File: src/rtl/sag_params.svh
// address map, field positions, reset values for the mode access guard
`ifndef SAG_PARAMS_SVH
`define SAG_PARAMS_SVH

`define SAG_AW         9
`define SAG_GRP_LSB    6
`define SAG_IDX_LSB    2
`define SAG_SEG_BASE   9'h040
`define SAG_PSW_UPPER  9'h080
`define SAG_PPTR_ZERO  9'h084
`define SAG_PPTR_ONE   9'h088
`define SAG_XCHG_BASE  9'h090
`define SAG_XCHG_SIZE  9'h094
`define SAG_FW_LOW     9'h0C0
`define SAG_FW_HIGH    9'h0C4
`define SAG_CLK_SEL    9'h140
`define SAG_RNG        9'h144
`define SAG_KEY_FIRST  9'h148
`define SAG_KEY_SECOND 9'h14C
`define SAG_GSTAT      9'h180

`define SAG_VIOL_BIT   0
`define SAG_VADDR_LSB  16

`define SAG_SEG_RST    16'h0000
`define SAG_FW_RST     16'h0000
`define SAG_XCHG_RST   16'h0000

`endif

File: src/rtl/sag_pkg.sv
// types shared by the mode access guard
package sag_pkg;
  typedef enum logic [2:0] {SAG_BOOT, SAG_TEST, SAG_CTLS, SAG_SYS, SAG_USER} sag_mode_t;
  // order follows address bits [8:6]
  typedef enum logic [2:0] {G_GEN, G_SEG, G_SYS, G_FW, G_CTLS, G_HW, G_STAT, G_NONE} sag_grp_t;
  typedef enum logic {PH_SETUP, PH_ANSWER} sag_ph_t;
endpackage

File: src/rtl/sag_guard.sv
// apb slave that guards every special register access by cpu mode
//
// Notes on behaviour
// - boot mode may read and write every register group except segmentation.
// - test mode may read and write every register group except segmentation.
// - contactless mode may read but never write firewall configuration.
// - contactless mode may read and write its own dedicated registers.
// - contactless access to hardware registers follows firewall low/high rights.
// - system mode reaches segmentation, system, firewall and hardware groups.
// - user mode hardware access follows rights of the fetching segment.
// - general cpu registers are open in every mode.
// - upper status word is also readable in contactless and user mode.
// - clock select is readable in contactless mode regardless of firewall.
// - segmentation registers are refused outside system mode.
// - both protected pointers never return contents on read.
// - random number register is read only; writes do nothing.
// - both key registers are never readable.
// - a product option locks the first key register completely.
// - shared exchange area is placed and sized only from system mode.
// - segment table sits in ordinary memory, guarded by memory rights only.
// - decisions use only mode, segment rights and firewall words.
// - segment table address resets to zero, disabling all segments.
//
// The APB interface to the registers and the placing of the registers are this design's own decisions.
`timescale 1ns/10ps
`include "sag_params.svh"
module sag_guard #(
  parameter int HW_REGS   = 16,
  parameter bit KEY1_LOCK = 1'b0
) (
  input  wire logic               pclk,           // 20 MHz clock
  input  wire logic               presetn,        // async reset, active low
  input  wire logic               ce,             // clock enable
  input  wire logic               psel,           // apb select
  input  wire logic               penable,        // apb enable
  input  wire logic               pwrite,         // apb direction
  input  wire logic [8:0]         paddr,          // apb byte address
  input  wire logic [31:0]        pwdata,         // apb write data
  output logic      [31:0]        prdata,         // apb read data
  output logic                    pready,         // apb ready
  output logic                    pslverr,        // refused or unmapped
  input  wire sag_pkg::sag_mode_t cpu_mode,       // current cpu mode
  input  wire logic [15:0]        seg_hw_rd,      // fetch segment read rights
  input  wire logic [15:0]        seg_hw_wr,      // fetch segment write rights
  output logic                    grp_sel,        // forwarded group selected
  output logic                    grp_we,         // forwarded write strobe
  output logic      [8:0]         grp_addr,       // forwarded address
  output logic      [31:0]        grp_wdata,      // forwarded write data
  input  wire logic [31:0]        grp_rdata,      // forwarded read data
  output logic      [15:0]        seg_table_base, // segment table address
  output logic      [15:0]        xchg_base,      // exchange area base
  output logic      [15:0]        xchg_size,      // exchange area size
  output logic                    viol_pulse      // one pulse per refusal
);
  import sag_pkg::*;

  if (HW_REGS < 1 || HW_REGS > 16) begin : g_bad_hw_regs
    $error("HW_REGS must be 1..16");
  end

  ////////////////////////////////////////////////////////////////////////
  // state

  sag_ph_t     ph_r;
  sag_mode_t   mode_r;
  logic        ok_r;
  logic        loc_r;
  logic        err_r;
  logic [31:0] prdata_r;
  logic        viol_r;
  logic        vpulse_r;
  logic [8:0]  vaddr_r;
  logic [15:0] seg_r;
  logic [15:0] fwl_r;
  logic [15:0] fwh_r;
  logic [15:0] xb_r;
  logic [15:0] xs_r;

  ////////////////////////////////////////////////////////////////////////
  // decision and decode

  logic ok_now;
  logic loc_now;

  sag_decide #(
    .HW_REGS   (HW_REGS),
    .KEY1_LOCK (KEY1_LOCK)
  ) u_decide (
    .mode      (cpu_mode),
    .addr      (paddr),
    .wr        (pwrite),
    .fw_low    (fwl_r),
    .fw_high   (fwh_r),
    .seg_rd    (seg_hw_rd),
    .seg_wr    (seg_hw_wr),
    .ok        (ok_now),
    .local_sel (loc_now)
  );

  // decision latched at first access cycle so a mode change mid-transfer
  // cannot turn a refusal into a grant
  wire acc_first = ce && psel && penable && (ph_r == PH_SETUP);
  wire done      = ce && psel && penable && (ph_r == PH_ANSWER);
  wire done_wr   = done && ok_r && pwrite;
  wire refused   = done && !ok_r;

  function automatic logic wsel(input logic [8:0] a);
    return done_wr && (paddr == a);
  endfunction

  wire [31:0] gstat_val = {7'h00, vaddr_r, 15'h0000, viol_r};
  wire [31:0] loc_rd    = (paddr == `SAG_SEG_BASE)  ? {16'h0000, seg_r} :
                          (paddr == `SAG_FW_LOW)    ? {16'h0000, fwl_r} :
                          (paddr == `SAG_FW_HIGH)   ? {16'h0000, fwh_r} :
                          (paddr == `SAG_XCHG_BASE) ? {16'h0000, xb_r}  :
                          (paddr == `SAG_XCHG_SIZE) ? {16'h0000, xs_r}  :
                          (paddr == `SAG_GSTAT)     ? gstat_val         : 32'h00000000;
  // refused reads never show protected contents
  wire [31:0] rd_val    = (!ok_now || pwrite) ? 32'h00000000 :
                          (loc_now ? loc_rd : grp_rdata);

  // sticky flag: a new refusal beats a clear in the same cycle
  wire viol_clr = wsel(`SAG_GSTAT) && pwdata[`SAG_VIOL_BIT];
  wire viol_nxt = refused || (viol_r && !viol_clr);

  ////////////////////////////////////////////////////////////////////////
  // apb handshake

  always_ff @(posedge pclk or negedge presetn) begin
    if (!presetn) begin
      ph_r     <= PH_SETUP;
      mode_r   <= SAG_BOOT;
      ok_r     <= 1'b0;
      loc_r    <= 1'b0;
      err_r    <= 1'b0;
      prdata_r <= 32'h00000000;
    end else if (acc_first) begin
      ph_r     <= PH_ANSWER;
      mode_r   <= cpu_mode;
      ok_r     <= ok_now;
      loc_r    <= loc_now;
      err_r    <= !ok_now;
      prdata_r <= rd_val;
    end else if (done) begin
      ph_r     <= PH_SETUP;
    end
  end

  ////////////////////////////////////////////////////////////////////////
  // guard registers

  always_ff @(posedge pclk or negedge presetn) begin
    if (!presetn) begin
      seg_r <= `SAG_SEG_RST;
      fwl_r <= `SAG_FW_RST;
      fwh_r <= `SAG_FW_RST;
      xb_r  <= `SAG_XCHG_RST;
      xs_r  <= `SAG_XCHG_RST;
    end else begin
      // writes land only on granted transfers
      if (wsel(`SAG_SEG_BASE))  seg_r <= pwdata[15:0];
      if (wsel(`SAG_FW_LOW))    fwl_r <= pwdata[15:0];
      if (wsel(`SAG_FW_HIGH))   fwh_r <= pwdata[15:0];
      if (wsel(`SAG_XCHG_BASE)) xb_r  <= pwdata[15:0];
      if (wsel(`SAG_XCHG_SIZE)) xs_r  <= pwdata[15:0];
    end
  end

  always_ff @(posedge pclk or negedge presetn) begin
    if (!presetn) begin
      viol_r   <= 1'b0;
      vpulse_r <= 1'b0;
      vaddr_r  <= 9'h000;
    end else if (ce) begin
      viol_r   <= viol_nxt;
      vpulse_r <= refused;
      if (refused) vaddr_r <= paddr;
    end
  end

  ////////////////////////////////////////////////////////////////////////
  // outputs

  // ce low holds the answer back, so a master never completes a frozen transfer
  assign pready         = (ph_r == PH_ANSWER) && ce;
  assign pslverr        = pready && err_r;
  assign prdata         = prdata_r;
  assign grp_sel        = psel && !loc_now;
  // rng and pointer-read refusals reach grp_sel but never the write strobe grp_we
  assign grp_we         = done_wr && !loc_r;
  assign grp_addr       = paddr;
  assign grp_wdata      = pwdata;
  // table contents live in ordinary memory; only its address is held here
  assign seg_table_base = seg_r;
  assign xchg_base      = xb_r;
  assign xchg_size      = xs_r;
  assign viol_pulse     = vpulse_r;

  ////////////////////////////////////////////////////////////////////////
  // checks

  wire cmp = psel && penable && pready;

  ready_one_a: assert property (@(posedge pclk) disable iff (!presetn)
    (ce && psel && penable && !pready) |=> (ph_r == PH_ANSWER) && (pready == ce))
    else $error("ready not raised one cycle into access");

  seg_lock_a: assert property (@(posedge pclk) disable iff (!presetn)
    (cmp && pwrite && paddr == `SAG_SEG_BASE && mode_r != SAG_SYS)
      |-> pslverr ##1 $stable(seg_r))
    else $error("segment base changed outside system mode");

  ptr_hidden_a: assert property (@(posedge pclk) disable iff (!presetn)
    (cmp && !pwrite && (paddr == `SAG_PPTR_ZERO || paddr == `SAG_PPTR_ONE))
      |-> pslverr && prdata == 32'h00000000)
    else $error("protected pointer read returned data");

  rng_ro_a: assert property (@(posedge pclk) disable iff (!presetn)
    (cmp && pwrite && paddr == `SAG_RNG) |-> !grp_we && pslverr)
    else $error("random number register was written");

  key_hidden_a: assert property (@(posedge pclk) disable iff (!presetn)
    (cmp && !pwrite && (paddr == `SAG_KEY_FIRST || paddr == `SAG_KEY_SECOND))
      |-> pslverr && prdata == 32'h00000000)
    else $error("key register was readable");

  fw_ctls_ro_a: assert property (@(posedge pclk) disable iff (!presetn)
    (ce && cmp && pwrite && mode_r == SAG_CTLS && paddr == `SAG_FW_LOW)
      |=> $stable(fwl_r) && viol_pulse)
    else $error("firewall written in contactless mode");

  viol_flag_a: assert property (@(posedge pclk) disable iff (!presetn)
    (ce && cmp && pslverr) |=> viol_r && viol_pulse && vaddr_r == $past(paddr))
    else $error("refusal not flagged");

  gen_open_a: assert property (@(posedge pclk) disable iff (!presetn)
    (cmp && paddr[8:6] == 3'h0 && paddr[1:0] == 2'h0) |-> !pslverr)
    else $error("general register refused");

  boot_open_a: assert property (@(posedge pclk) disable iff (!presetn)
    (cmp && mode_r == SAG_BOOT && paddr[8:6] == 3'h4 && paddr[1:0] == 2'h0)
      |-> !pslverr)
    else $error("boot mode refused a dedicated register");

  clk_read_a: assert property (@(posedge pclk) disable iff (!presetn)
    (cmp && !pwrite && mode_r == SAG_CTLS && paddr == `SAG_CLK_SEL) |-> !pslverr)
    else $error("clock select read refused in contactless mode");

  user_ctls_a: assert property (@(posedge pclk) disable iff (!presetn)
    (cmp && mode_r == SAG_USER && paddr[8:6] == 3'h4) |-> pslverr && !grp_we)
    else $error("user mode reached contactless registers");

  test_open_a: assert property (@(posedge pclk) disable iff (!presetn)
    (cmp && mode_r == SAG_TEST && paddr[8:6] == 3'h4 && paddr[1:0] == 2'h0)
      |-> !pslverr)
    else $error("test mode refused a dedicated register");

  ctls_own_a: assert property (@(posedge pclk) disable iff (!presetn)
    (cmp && mode_r == SAG_CTLS && paddr[8:6] == 3'h4 && paddr[1:0] == 2'h0)
      |-> !pslverr)
    else $error("contactless mode refused its own register");

  fw_read_a: assert property (@(posedge pclk) disable iff (!presetn)
    (cmp && !pwrite && HW_REGS > 1 && mode_r == SAG_CTLS && paddr == `SAG_RNG)
      |-> pslverr == !fwl_r[1])
    else $error("contactless read ignored firewall rights");

  fw_write_a: assert property (@(posedge pclk) disable iff (!presetn)
    (cmp && pwrite && mode_r == SAG_CTLS && paddr == `SAG_CLK_SEL)
      |-> pslverr == !fwh_r[0])
    else $error("contactless write ignored firewall rights");

  sys_cfg_a: assert property (@(posedge pclk) disable iff (!presetn)
    (cmp && mode_r == SAG_SYS && (paddr == `SAG_FW_LOW || paddr == `SAG_FW_HIGH ||
      paddr == `SAG_CLK_SEL)) |-> !pslverr)
    else $error("system mode refused a configuration register");

  psw_read_a: assert property (@(posedge pclk) disable iff (!presetn)
    (cmp && !pwrite && paddr == `SAG_PSW_UPPER &&
      (mode_r == SAG_CTLS || mode_r == SAG_USER)) |-> !pslverr)
    else $error("upper status word read refused");

  xchg_lock_a: assert property (@(posedge pclk) disable iff (!presetn)
    (cmp && pwrite && (paddr == `SAG_XCHG_BASE || paddr == `SAG_XCHG_SIZE) &&
      mode_r != SAG_SYS) |-> pslverr ##1 ($stable(xb_r) && $stable(xs_r)))
    else $error("exchange area moved outside system mode");

  seg_reset_a: assert property (@(posedge pclk)
    !presetn |-> seg_table_base == 16'h0000)
    else $error("segment base not cleared by reset");

  key1_lock_a: assert property (@(posedge pclk) disable iff (!presetn)
    (cmp && KEY1_LOCK && paddr == `SAG_KEY_FIRST)
      |-> pslverr && !grp_we)
    else $error("locked key register was reachable");

  no_fwd_wr_a: assert property (@(posedge pclk) disable iff (!presetn)
    (cmp && pslverr)
      |-> !grp_we && prdata == 32'h00000000)
    else $error("refused access wrote or returned data");

  viol_clear_a: assert property (@(posedge pclk) disable iff (!presetn)
    (ce && cmp && !pslverr && pwrite && paddr == `SAG_GSTAT && pwdata[`SAG_VIOL_BIT])
      |=> !viol_r)
    else $error("violation flag not cleared");
endmodule // sag_guard

File: src/rtl/sag_decide.sv
// combinational access decision for one register access
`timescale 1ns/10ps
`include "sag_params.svh"
module sag_decide #(
  parameter int  HW_REGS   = 16,
  parameter bit  KEY1_LOCK = 1'b0
) (
  input  wire sag_pkg::sag_mode_t mode,     // current cpu mode
  input  wire logic [8:0]         addr,     // byte address
  input  wire logic               wr,       // 1 write, 0 read
  input  wire logic [15:0]        fw_low,   // read rights per hw register
  input  wire logic [15:0]        fw_high,  // write rights per hw register
  input  wire logic [15:0]        seg_rd,   // fetch segment read rights
  input  wire logic [15:0]        seg_wr,   // fetch segment write rights
  output logic                    ok,       // access allowed
  output logic                    local_sel // register held inside guard
);
  import sag_pkg::*;

  wire sag_grp_t  grp    = sag_grp_t'(addr[8:`SAG_GRP_LSB]);
  wire [3:0]      idx    = addr[5:`SAG_IDX_LSB];
  wire            is_bt  = (mode == SAG_BOOT) || (mode == SAG_TEST);
  wire            is_sys = (mode == SAG_SYS);
  wire            is_ctl = (mode == SAG_CTLS);
  wire            is_usr = (mode == SAG_USER);
  wire            pswu   = (addr == `SAG_PSW_UPPER);
  wire            xchg   = (addr == `SAG_XCHG_BASE) || (addr == `SAG_XCHG_SIZE);
  wire            fwreg  = (addr == `SAG_FW_LOW) || (addr == `SAG_FW_HIGH);
  wire            key1   = (addr == `SAG_KEY_FIRST);
  wire            key    = key1 || (addr == `SAG_KEY_SECOND);
  wire            ptr    = (addr == `SAG_PPTR_ZERO) || (addr == `SAG_PPTR_ONE);

  wire mapped = (addr[1:0] == 2'h0) &&
                ((grp == G_GEN) || (grp == G_SYS) || (grp == G_CTLS) ||
                 (grp == G_SEG && addr == `SAG_SEG_BASE) ||
                 (grp == G_FW && fwreg) ||
                 (grp == G_STAT && addr == `SAG_GSTAT) ||
                 (grp == G_HW && 32'(idx) < HW_REGS));

  // mode only, firewall words and segment rights feed the decision
  wire ctl_hw  = (wr ? fw_high[idx] : fw_low[idx]) ||
                 (addr == `SAG_CLK_SEL && !wr);
  wire ctl_ok  = (grp == G_FW && !wr) || (grp == G_CTLS) ||
                 (grp == G_HW && ctl_hw) || (pswu && !wr);
  wire sys_ok  = (grp == G_SEG) || (grp == G_SYS) || (grp == G_FW) ||
                 (grp == G_HW);
  wire usr_ok  = (grp == G_HW && (wr ? seg_wr[idx] : seg_rd[idx])) ||
                 (pswu && !wr);
  wire base_ok = (grp == G_GEN) || (grp == G_STAT) || is_bt ||
                 (is_sys && sys_ok) || (is_ctl && ctl_ok) || (is_usr && usr_ok);

  // explicit denials override every grant above
  wire deny = (grp == G_SEG && !is_sys) ||
              (xchg && !is_sys) ||
              (ptr && !wr) ||
              (addr == `SAG_RNG && wr) ||
              (key && !wr) ||
              (key1 && KEY1_LOCK);

  assign ok        = mapped && base_ok && !deny;
  assign local_sel = (grp == G_SEG) || (grp == G_FW) || (grp == G_STAT) || xchg;
endmodule // sag_decide

File: config.mk
export PLATFORM = sky130hd
export DESIGN_NAME = sag_guard
export DESIGN_NICKNAME = d
export VERILOG_FILES = /design/src/rtl/sag_pkg.sv /design/src/rtl/sag_guard.sv /design/src/rtl/sag_decide.sv
export VERILOG_INCLUDE_DIRS = /design/src /design/src/rtl
export SDC_FILE = /design/constraint.sdc
export NUM_CORES = 1
export LEC_CHECK = 0
export ABC_AREA = 1
export BUFFER_PORTS_ARGS = -buffer_cell sky130_fd_sc_hd__buf_4
export CORE_MARGIN = 5
export CORE_UTILIZATION = 55
export DETAILED_ROUTE_END_ITERATION = 12
export HOLD_SLACK_MARGIN = 0.15
export PLACE_DENSITY_LB_ADDON = 0.05
export SYNTH_ARGS = -nofsm -noshare
export SYNTH_HDL_FRONTEND = slang
export SYNTH_HIERARCHICAL = 1
export SYNTH_SLANG_ARGS = --single-unit
File: constraint.sdc
create_clock -name pclk -period 6.3 [get_ports pclk]
set_clock_uncertainty 0.15 [all_clocks]
set_input_delay 1.26 -clock pclk [delete_from_list [all_inputs] [get_ports pclk]]
set_output_delay 1.26 -clock pclk [all_outputs]
set_load 0.02 [all_outputs]
After elaboration in Yosys (flattened, before gate mapping)

Cells that the tools add are included.

Bits in registers: 127
Bits in latches: 0
Memory bits (writable): 0
Bits in read-only memories: 0
Input port bits: 114
Output and inout port bits: 126
Logic and storage cells: 142
Memories kept: 0

Add/sub/neg operators: 0
$mul: 0
Div/mod/pow operators: 0
Order comparisons: 1
Eq/ne operators: 23
Shift-type cells: 0
Multiplexer cells: 20
Bitwise gates (word level): 1
Reduce and logical (&&, ||, !) cells: 84

Operators with widths:

| cell                                                                         | number |
|---|---|
| 25-bit 2-to-1 mux                                                            | 6 |
| 32-bit 2-to-1 mux                                                            | 2 |
| 9-bit by 8-bit == test with 1-bit output, second input constant              | 7 |
| 9-bit == test, second input constant                                         | 5 |
| 1-bit logical AND                                                            | 38 |
| 1-bit logical OR                                                             | 33 |
| 1-bit binary-select mux with 4-bit select                                    | 4 |
| 3-bit by 2-bit == test with 1-bit output, second input constant              | 4 |
| 3-bit == test, second input constant                                         | 4 |
| 9-bit by 7-bit == test with 1-bit output, second input constant              | 1 |
| 1-bit zero test                                                              | 8 |
| 1-bit 2-to-1 mux                                                             | 8 |
| 3-bit by 1-bit == test with 1-bit output, second input constant              | 2 |
| 3-bit zero test                                                              | 2 |
| 4-bit by 5-bit less-than comparator with 1-bit output, second input constant | 1 |
| 2-bit zero test                                                              | 1 |
| 2-bit AND reduction                                                          | 1 |
| 2-bit nonzero test                                                           | 1 |
| 1-bit NOT                                                                    | 1 |

Logic depth before layout (Yosys ltp)

Gate-level depths: netlist of the first run.

Depth after elaboration: 15
Mapped depth: 23
Depth with buffers taken out: 21

Hierarchy

Netlist of the first run, hierarchy kept.

By module, submodules not included:

| module     | times used | cells each | area an instance (µm²) | seq. area each (µm²) |
|---|---|---|---|---|
| sag_guard  | 1          | 767        | 6,145.9                | 3,178.0 |
| sag_decide | 1          | 223        | 930.9                  | 0.0 |

Least setup slack after synthesis of the first run

Ideal clock, no wire load.

Path type: input-to-output
Start: input port paddr[3]
End: output port grp_sel
Data arrival time: 2.441 ns
Data required time: 4.890 ns
Slack: 2.449 ns
Cell stages on the path: 9
Buffers on the path: 3
Path through: inv_2 > buf_2 > nand3_1 > nor3_1 > inv_1 > nand3_1 > buf_2 > clkbuf_1 > nor2_1

Word-level cells in the longest chain between the ends: 5
Elaborated cells between the ends (all ways): 6
Those cells by class: eq/ne (2); reduce/logical (4)

RTL lines:

| element                                                   | RTL line         | source |
|---|---|---|
| from (decl)                                               | sag_guard.sv:37  | `input wire logic [8:0] paddr,` |
| 9-bit by 8-bit == test with 1-bit output (no source line) | n/a              |  |
| 1-bit logical OR *                                        | sag_decide.sv:27 | `` wire xchg = (addr == `SAG_XCHG_BASE) \|\| (addr == `SAG_XCHG_SIZE); `` |
| 1-bit logical OR *                                        | sag_decide.sv:61 | `assign local_sel = (grp == G_SEG) \|\| (grp == G_FW) \|\| (grp == G_STAT) \|\| xchg;` |
| via loc_now                                               | sag_guard.sv:83  | `logic loc_now;` |
| 1-bit zero test *                                         | sag_guard.sv:188 | `assign grp_sel = psel && !loc_now;` |
| 1-bit logical AND *                                       | sag_guard.sv:188 |  |
| to (decl)                                                 | sag_guard.sv:45  | `output logic grp_sel,` |

The timed path passes the listed nets; every way through them passes the cells marked *.

Worst setup path in the final report of the first run

Start: input port paddr[4]
End: output port grp_sel

The elaborated chain is that of the path after synthesis.

==> results of run 1 <==
-- logic make-up (layout without fill, tap and decap cells) --
family                 Yosys count  in the layout  synth area share [%]
multiplexers                     1              1                0.1591
AO/OA/AOI/OAI                  145            145                 10.80
AND/OR/NAND/NOR                558            558                 32.76
flip-flops                     127            127                 44.91
buffers and inverters          159            322                 11.37
-- cells in the final DEF (no fill, tap or decap), types with 2 or more instances in the layout --
master       n
nand3_2      3
bufinv_16    3
nor2_2       6
nand3_1     81
clkbuf_16   17
inv_2        9
buf_4      211
dfrtp_1    127
o21ai_0     31
nand2_1    370
clkinv_4     2
clkinv_1     2
nor2_1      71
clkbuf_1     3
nor3_1       8
clkbuf_8     5
o21ai_1     78
nand2_2      4
o211ai_1     2
o2111ai_1    6
nand4_1      9
inv_1       66
a21oi_1     24
nor2_4       4
clkinv_2     2
-- worst max-delay path by stage --
stage             start  endpoint  slack, ns
6_report       paddr[4]   grp_sel       2.17
4_1_cts        paddr[4]   grp_sel       2.19
5_1_grt        paddr[4]   grp_sel       2.01
3_5_place_dp   paddr[4]   grp_sel       2.19
3_3_place_gp   paddr[4]   grp_sel       2.21
2_1_floorplan  paddr[3]   grp_sel       2.45
-- metrics by stage --
stage / instance area, um^2 / setup WS [ns] / hold slack [ns]
global placement: 8371 / 2.215 / 0.3151
detailed placement: 8371 / 2.187 / 0.3167
floorplan: 7077 / 2.449 / 0.3034
CTS: 9000 / 2.188 / 0.3323
global route: 9000 / 2.015 / 0.3578
finish: 9000 / 2.173 / 0.3283
-- cell type report --
| class | count | area share, % |
|---|---|---|
| inverter | 79 | 3.323 |
| multi-input combinational | 704 | 34.38 |
| tap | 172 | 2.391 |
| clock inverter | 7 | 1.376 |
| sequential | 127 | 35.31 |
| timing repair buffer | 211 | 17.60 |
| clock buffer | 25 | 5.617 |
-- worst reg2reg max path, delay by kind of cell (launching register included) --
| kind | cells | cell delay (ns) |
|---|---|---|
| and+or+nand+nor | 18 | 1.65 |
| DFF | 1 | 0.41 |
| buffers and inverters | 3 | 0.28 |
-- power breakdown --
group,switching [mW],internal [mW],leakage (nW)
Sequential,0.0201,0.855,1.75
Combinational,0.159,0.101,2.65
Clock,0.360,0.678,0.304
-- per-layer routing --
metal,vias to the layer above,global-route usage (%),part of all wire (%),routed length [um]
li1,3427,-,-,-
met3,65,5.581,9.1,2062
met5,-,0,0,0
met4,0,13.15,3.5,803
met2,360,48.62,48,10950
met1,3389,40.26,39,8930
-- sequential cells by signal, summed over array words and instances, names as in the netlist --
name and cells:
loc_r 1, err_r 1, fwh_r 16, xchg_size 16
viol_pulse 1, xchg_base 16, fwl_r 16, ok_r 1
ph_r 1, viol_r 1, prdata 32, vaddr_r 9
seg_table_base 16
==> flow_summary.ini, run 1 <==
[status]
status = completed

[setup_path]
cp_slowest_stage_delay_ns = 0.29
r2r-end = prdata[10]$_DFFE_PN0P_
cp_num_cells = 10
cpLargestDelayFamily = buffers and inverters
startpoint_type = primary input
cp.arrival_ns = 2.72
critical_path.cell_chain = buf_4 > inv_1 > nor2_1 > inv_1 > nor3_1 > inv_1 > nand3_1 > buf_4 > nor2_1 > buf_4
crit_type = primary input to output port
endpoint_kind = output port
rr_worst_depth = 21
r2r_slack_ns = 3.74
cp_max_fo = 28
reg2reg_from = fwl_r[7]$_DFFE_PN0P_
worst-path-buf-inv = 6
cp_data_required_time_ns = 4.89
crit_slowest_cell = buf_4

[clock_tree]
cts_tree = yes
numCtsBuffers = 17
cts_max_path_buffers = 2
cts.sinks = 127
cts_hold_buffers = 0
h-tree-depth = 4
cts_setup_buffers = 0
root_buffer = clkbuf_16
insertion_delay_ns = 0.42
post_cts_resize_count = 0
clk_pin_slew_ns = 0.06

[power_and_ir_drop]
vdd_drop_max_uv = 181.4
total_power_mw = 2.173
power_density_nw_per_um2 = 241.4
power_leakage_nw = 4.696

[floorplanning]
die_w_um = 123.4
core_um2 = 12620
initial_core_util_pct = 56.08
die_y_um = 123.4
dieArea_um2 = 15240
num_rows = 41
ioPinCount = 240

[sta]
drv_slew = 0
worst_slew_pin_slew_ns = 1.013
period_share_pct = 65.51
grt_setup_unrepaired = no
slew_headroom_pct = 32.31
fmax_mhz = 242.3
fin_crit_ns = 4.127
hold_viol = 0
finalSetupViolCount = 0
timing.setup.tns_ns = 0

[worst_hold_path]
hold_start = prdata[24]$_DFFE_PN0P_
hold_depth = 2
hold_end = prdata[24]$_DFFE_PN0P_
hold_class = flop to flop

[placement]
gp_congestion = 0.9307
portBuffers = 207
dp.cells = 1293
dp_hpwl_um = 16790

[global_routing]
grt_remaining_overflow = 0
antenna_found_initial = 0
grt_pass1_vias = 6662
gr-usage-all-layers_pct = 30.28
grt_pass1_wl_um = 35150
grt_max_degree = 76

[synthesis]
ys_async_sr_fraction_pct = 100.0
yosysMostFrequentCell = nand2_1
avgSynthCellArea_um2 = 7.148
synth_flop_cell = dfrtp_1
ys_seq_elements = 127
synthesis.instances = 990
ys.warnings.count = 6
yosysSeqAreaShare_pct = 44.91
yosysUniqueCellTypes = 30
yosys-top-cells-count = nand2_1 (370), dfrtp_1 (127), nand3_1 (81)
synth_edf_count = 0
synth_area_leaders = dfrtp_1 (45%), nand2_1 (20%), nand3_1 (5.7%)
synth_top_area_cell = dfrtp_1
syn_area_um2 = 7077
synth_nets = 1104
synth_top_area_share_pct = 44.91

[final_layout]
num-fill-cells = 1116
diodes = 0
utilization_pct = 71.32
regArea_um2 = 3178
layout.cells.non_filler = 1325
multi_input_area_um2 = 3094
nets = 1254
area_growth_syn_to_layout_pct = 27.17
layout-drive-gt1-share_pct = 23.42

[routing]
wl_per_cell_um = 17.17
dr.pass1.iters = 6
drt_iter0_drc = 726
routed_wl_um = 22740
final_antenna_net_count = 0
drc = 0
vias = 7241
routed_via_density = 5.465

[flow_run]
cap_violations = 0
No activity file was read; power rests on OpenSTA's default activity.
==> run 2, diff against run 1 <==
- CORE_UTILIZATION: 55 -> 51
- clock period: 6.3 -> 3.9 ns (I/O delays scaled with it)
==> flow_summary.ini, run 2 (same netlist as run 1, synthesis figures left out) <==
[floorplanning]
dieArea_um2 = 16330
die_y_um = 127.8
initial_core_util_pct = 51.58
die_w_um = 127.8
ioPinCount = 240
num_rows = 43
core_um2 = 13720

[sta]
fin_crit_ns = 3.097
period_share_pct = 79.42
fmax_mhz = 322.9
holdWs_ns = 0.2839
slew_headroom_pct = 43.61
drv_slew = 0
finalSetupViolCount = 0
grt_setup_unrepaired = no
hold_viol = 0
worst_slew_pin_slew_ns = 0.8459
timing.setup.tns_ns = 0

[setup_path]
crit_end = prdata[15]$_DFFE_PN0P_
startpoint_type = primary input
setup.worst_path.start = paddr[2]
cp_max_fo = 26
cp_data_required_time_ns = 4.11
endpoint_kind = flop
r2r-end = prdata[15]$_DFFE_PN0P_
cp.arrival_ns = 3.31
rr_worst_depth = 18
r2r_slack_ns = 1.46
reg2reg_from = fwh_r[11]$_DFFE_PN0P_
crit_type = primary input to flop

[final_layout]
diodes = 0
layout-drive-gt1-share_pct = 23.83
final_common_cell = nand2_1
layout.cells.most_common_list = nand2_1 (370), buf_4 (215), dfrtp_1 (127)
largest_reg_flops = 32
nets = 1259
stdcell_area_um2 = 9051
utilization_pct = 65.97
area_growth_syn_to_layout_pct = 27.90
layout.cells.non_filler = 1338
num-fill-cells = 1289

[clock_tree]
post_cts_resize_count = 0
cts_tree = yes
h-tree-depth = 4
numCtsBuffers = 17
insertion_delay_ns = 0.43
cts_setup_buffers = 0
cts.sinks = 127
cts_max_path_buffers = 2
clk_pin_slew_ns = 0.06
root_buffer = clkbuf_16
cts_hold_buffers = 0

[placement]
portBuffers = 207
placed_area_um2 = 8431
dp.cells = 1306
dp_hpwl_um = 16740
gp_congestion = 0.9515

[routing]
final_antenna_net_count = 0
wl_met2_um = 10840
routed_via_density = 5.318
wl_per_cell_um = 16.87
dr.pass1.iters = 6
vias = 7115
wl_met1_um = 9242
routed_wl_um = 22580
top_layer = met4
drt_iter0_drc = 706
drc = 0
met3_length_um = 1808

[global_routing]
grt_pass1_vias = 6769
antenna_found_initial = 0
grt_remaining_overflow = 0
grt_max_degree = 65
grt_pass1_wl_um = 35410
gr-usage-all-layers_pct = 27.69

[status]
status = completed

[power_and_ir_drop]
vdd_drop_max_uv = 317.7
power_leakage_nw = 4.715
power_density_nw_per_um2 = 387.9

[worst_hold_path]
hold_class = primary input to async pin

[flow_run]
cap_violations = 0
==> run 2: cell count changes in the layout (fill, tap and decap cells not counted) <==
cell,delta
clkinvlp_4,+2
clkbuf_8,-5
clkbuf_1,-1
inv_6,+1
buf_4,+4
clkinv_2,+2
buf_12,+1
bufinv_16,+1
==> run 2: area by class of cell <==
class / count / area, um^2 / share of cell area (%)
clock buffer: 19 / 432.9 / 4.783
tap: 180 / 225.2 / 2.488
sequential: 127 / 3178 / 35.11
clock inverter: 13 / 187.7 / 2.074
multi-input combinational: 704 / 3094 / 34.19
timing repair buffer: 216 / 1634 / 18.05
inverter: 79 / 299.0 / 3.304
==> run 2: power breakdown <==
part	switching (mW)	internal (mW)	leakage [nW]	total (mW)
Clock	0.607	1.07	0.294	1.68
Combinational	0.252	0.166	2.67	0.418
Sequential	0.0341	1.38	1.75	1.41
Total	0.893	2.62	4.71	3.51
==> run 2: worst min-delay path by stage <==
stage	startpoint	to	cells after the start
6_report	presetn	xchg_base[8]$_DFFE_PN0P_	1
5_1_grt	prdata[5]$_DFFE_PN0P_	prdata[5]$_DFFE_PN0P_	2
4_1_cts	presetn	xchg_base[8]$_DFFE_PN0P_	1
3_5_place_dp	prdata[5]$_DFFE_PN0P_	prdata[5]$_DFFE_PN0P_	2
3_3_place_gp	prdata[17]$_DFFE_PN0P_	prdata[17]$_DFFE_PN0P_	2
2_1_floorplan	vaddr_r[0]$_DFFE_PN0P_	vaddr_r[0]$_DFFE_PN0P_	2
==> run 2: worst max-delay path, cell delays in order <==
cell     delay (ns)
buf_4          0.20
inv_2          0.28
nand2_1        0.15
nor2_1         0.19
nand2_1        0.10
o21ai_0        0.16
nor2_1         0.07
nand2_1        0.05
nand3_1        0.06
nand2_1        0.08
nand2_1        0.05
nand3_1        0.08
nand2_1        0.06
inv_1          0.08
inv_1          0.05
nor2_1         0.11
nand2_1        0.38
nor2_1         0.22
nand2_1        0.08
nand2_1        0.05
==> run 2: metrics by stage <==
step	worst slack, ns	power, mW
floorplan	1.009	1.679
global placement	0.4914	1.852
detailed placement	0.4346	1.858
CTS	0.8494	3.524
global route	0.5424	3.634
finish	0.8026	3.511
==> run 2: layer usage <==
metal | track usage, % | up-vias
met5 | 0 | -
met4 | 10.36 | 0
met3 | 5.625 | 54
met2 | 45.16 | 329
met1 | 36.55 | 3281
li1 | - | 3451
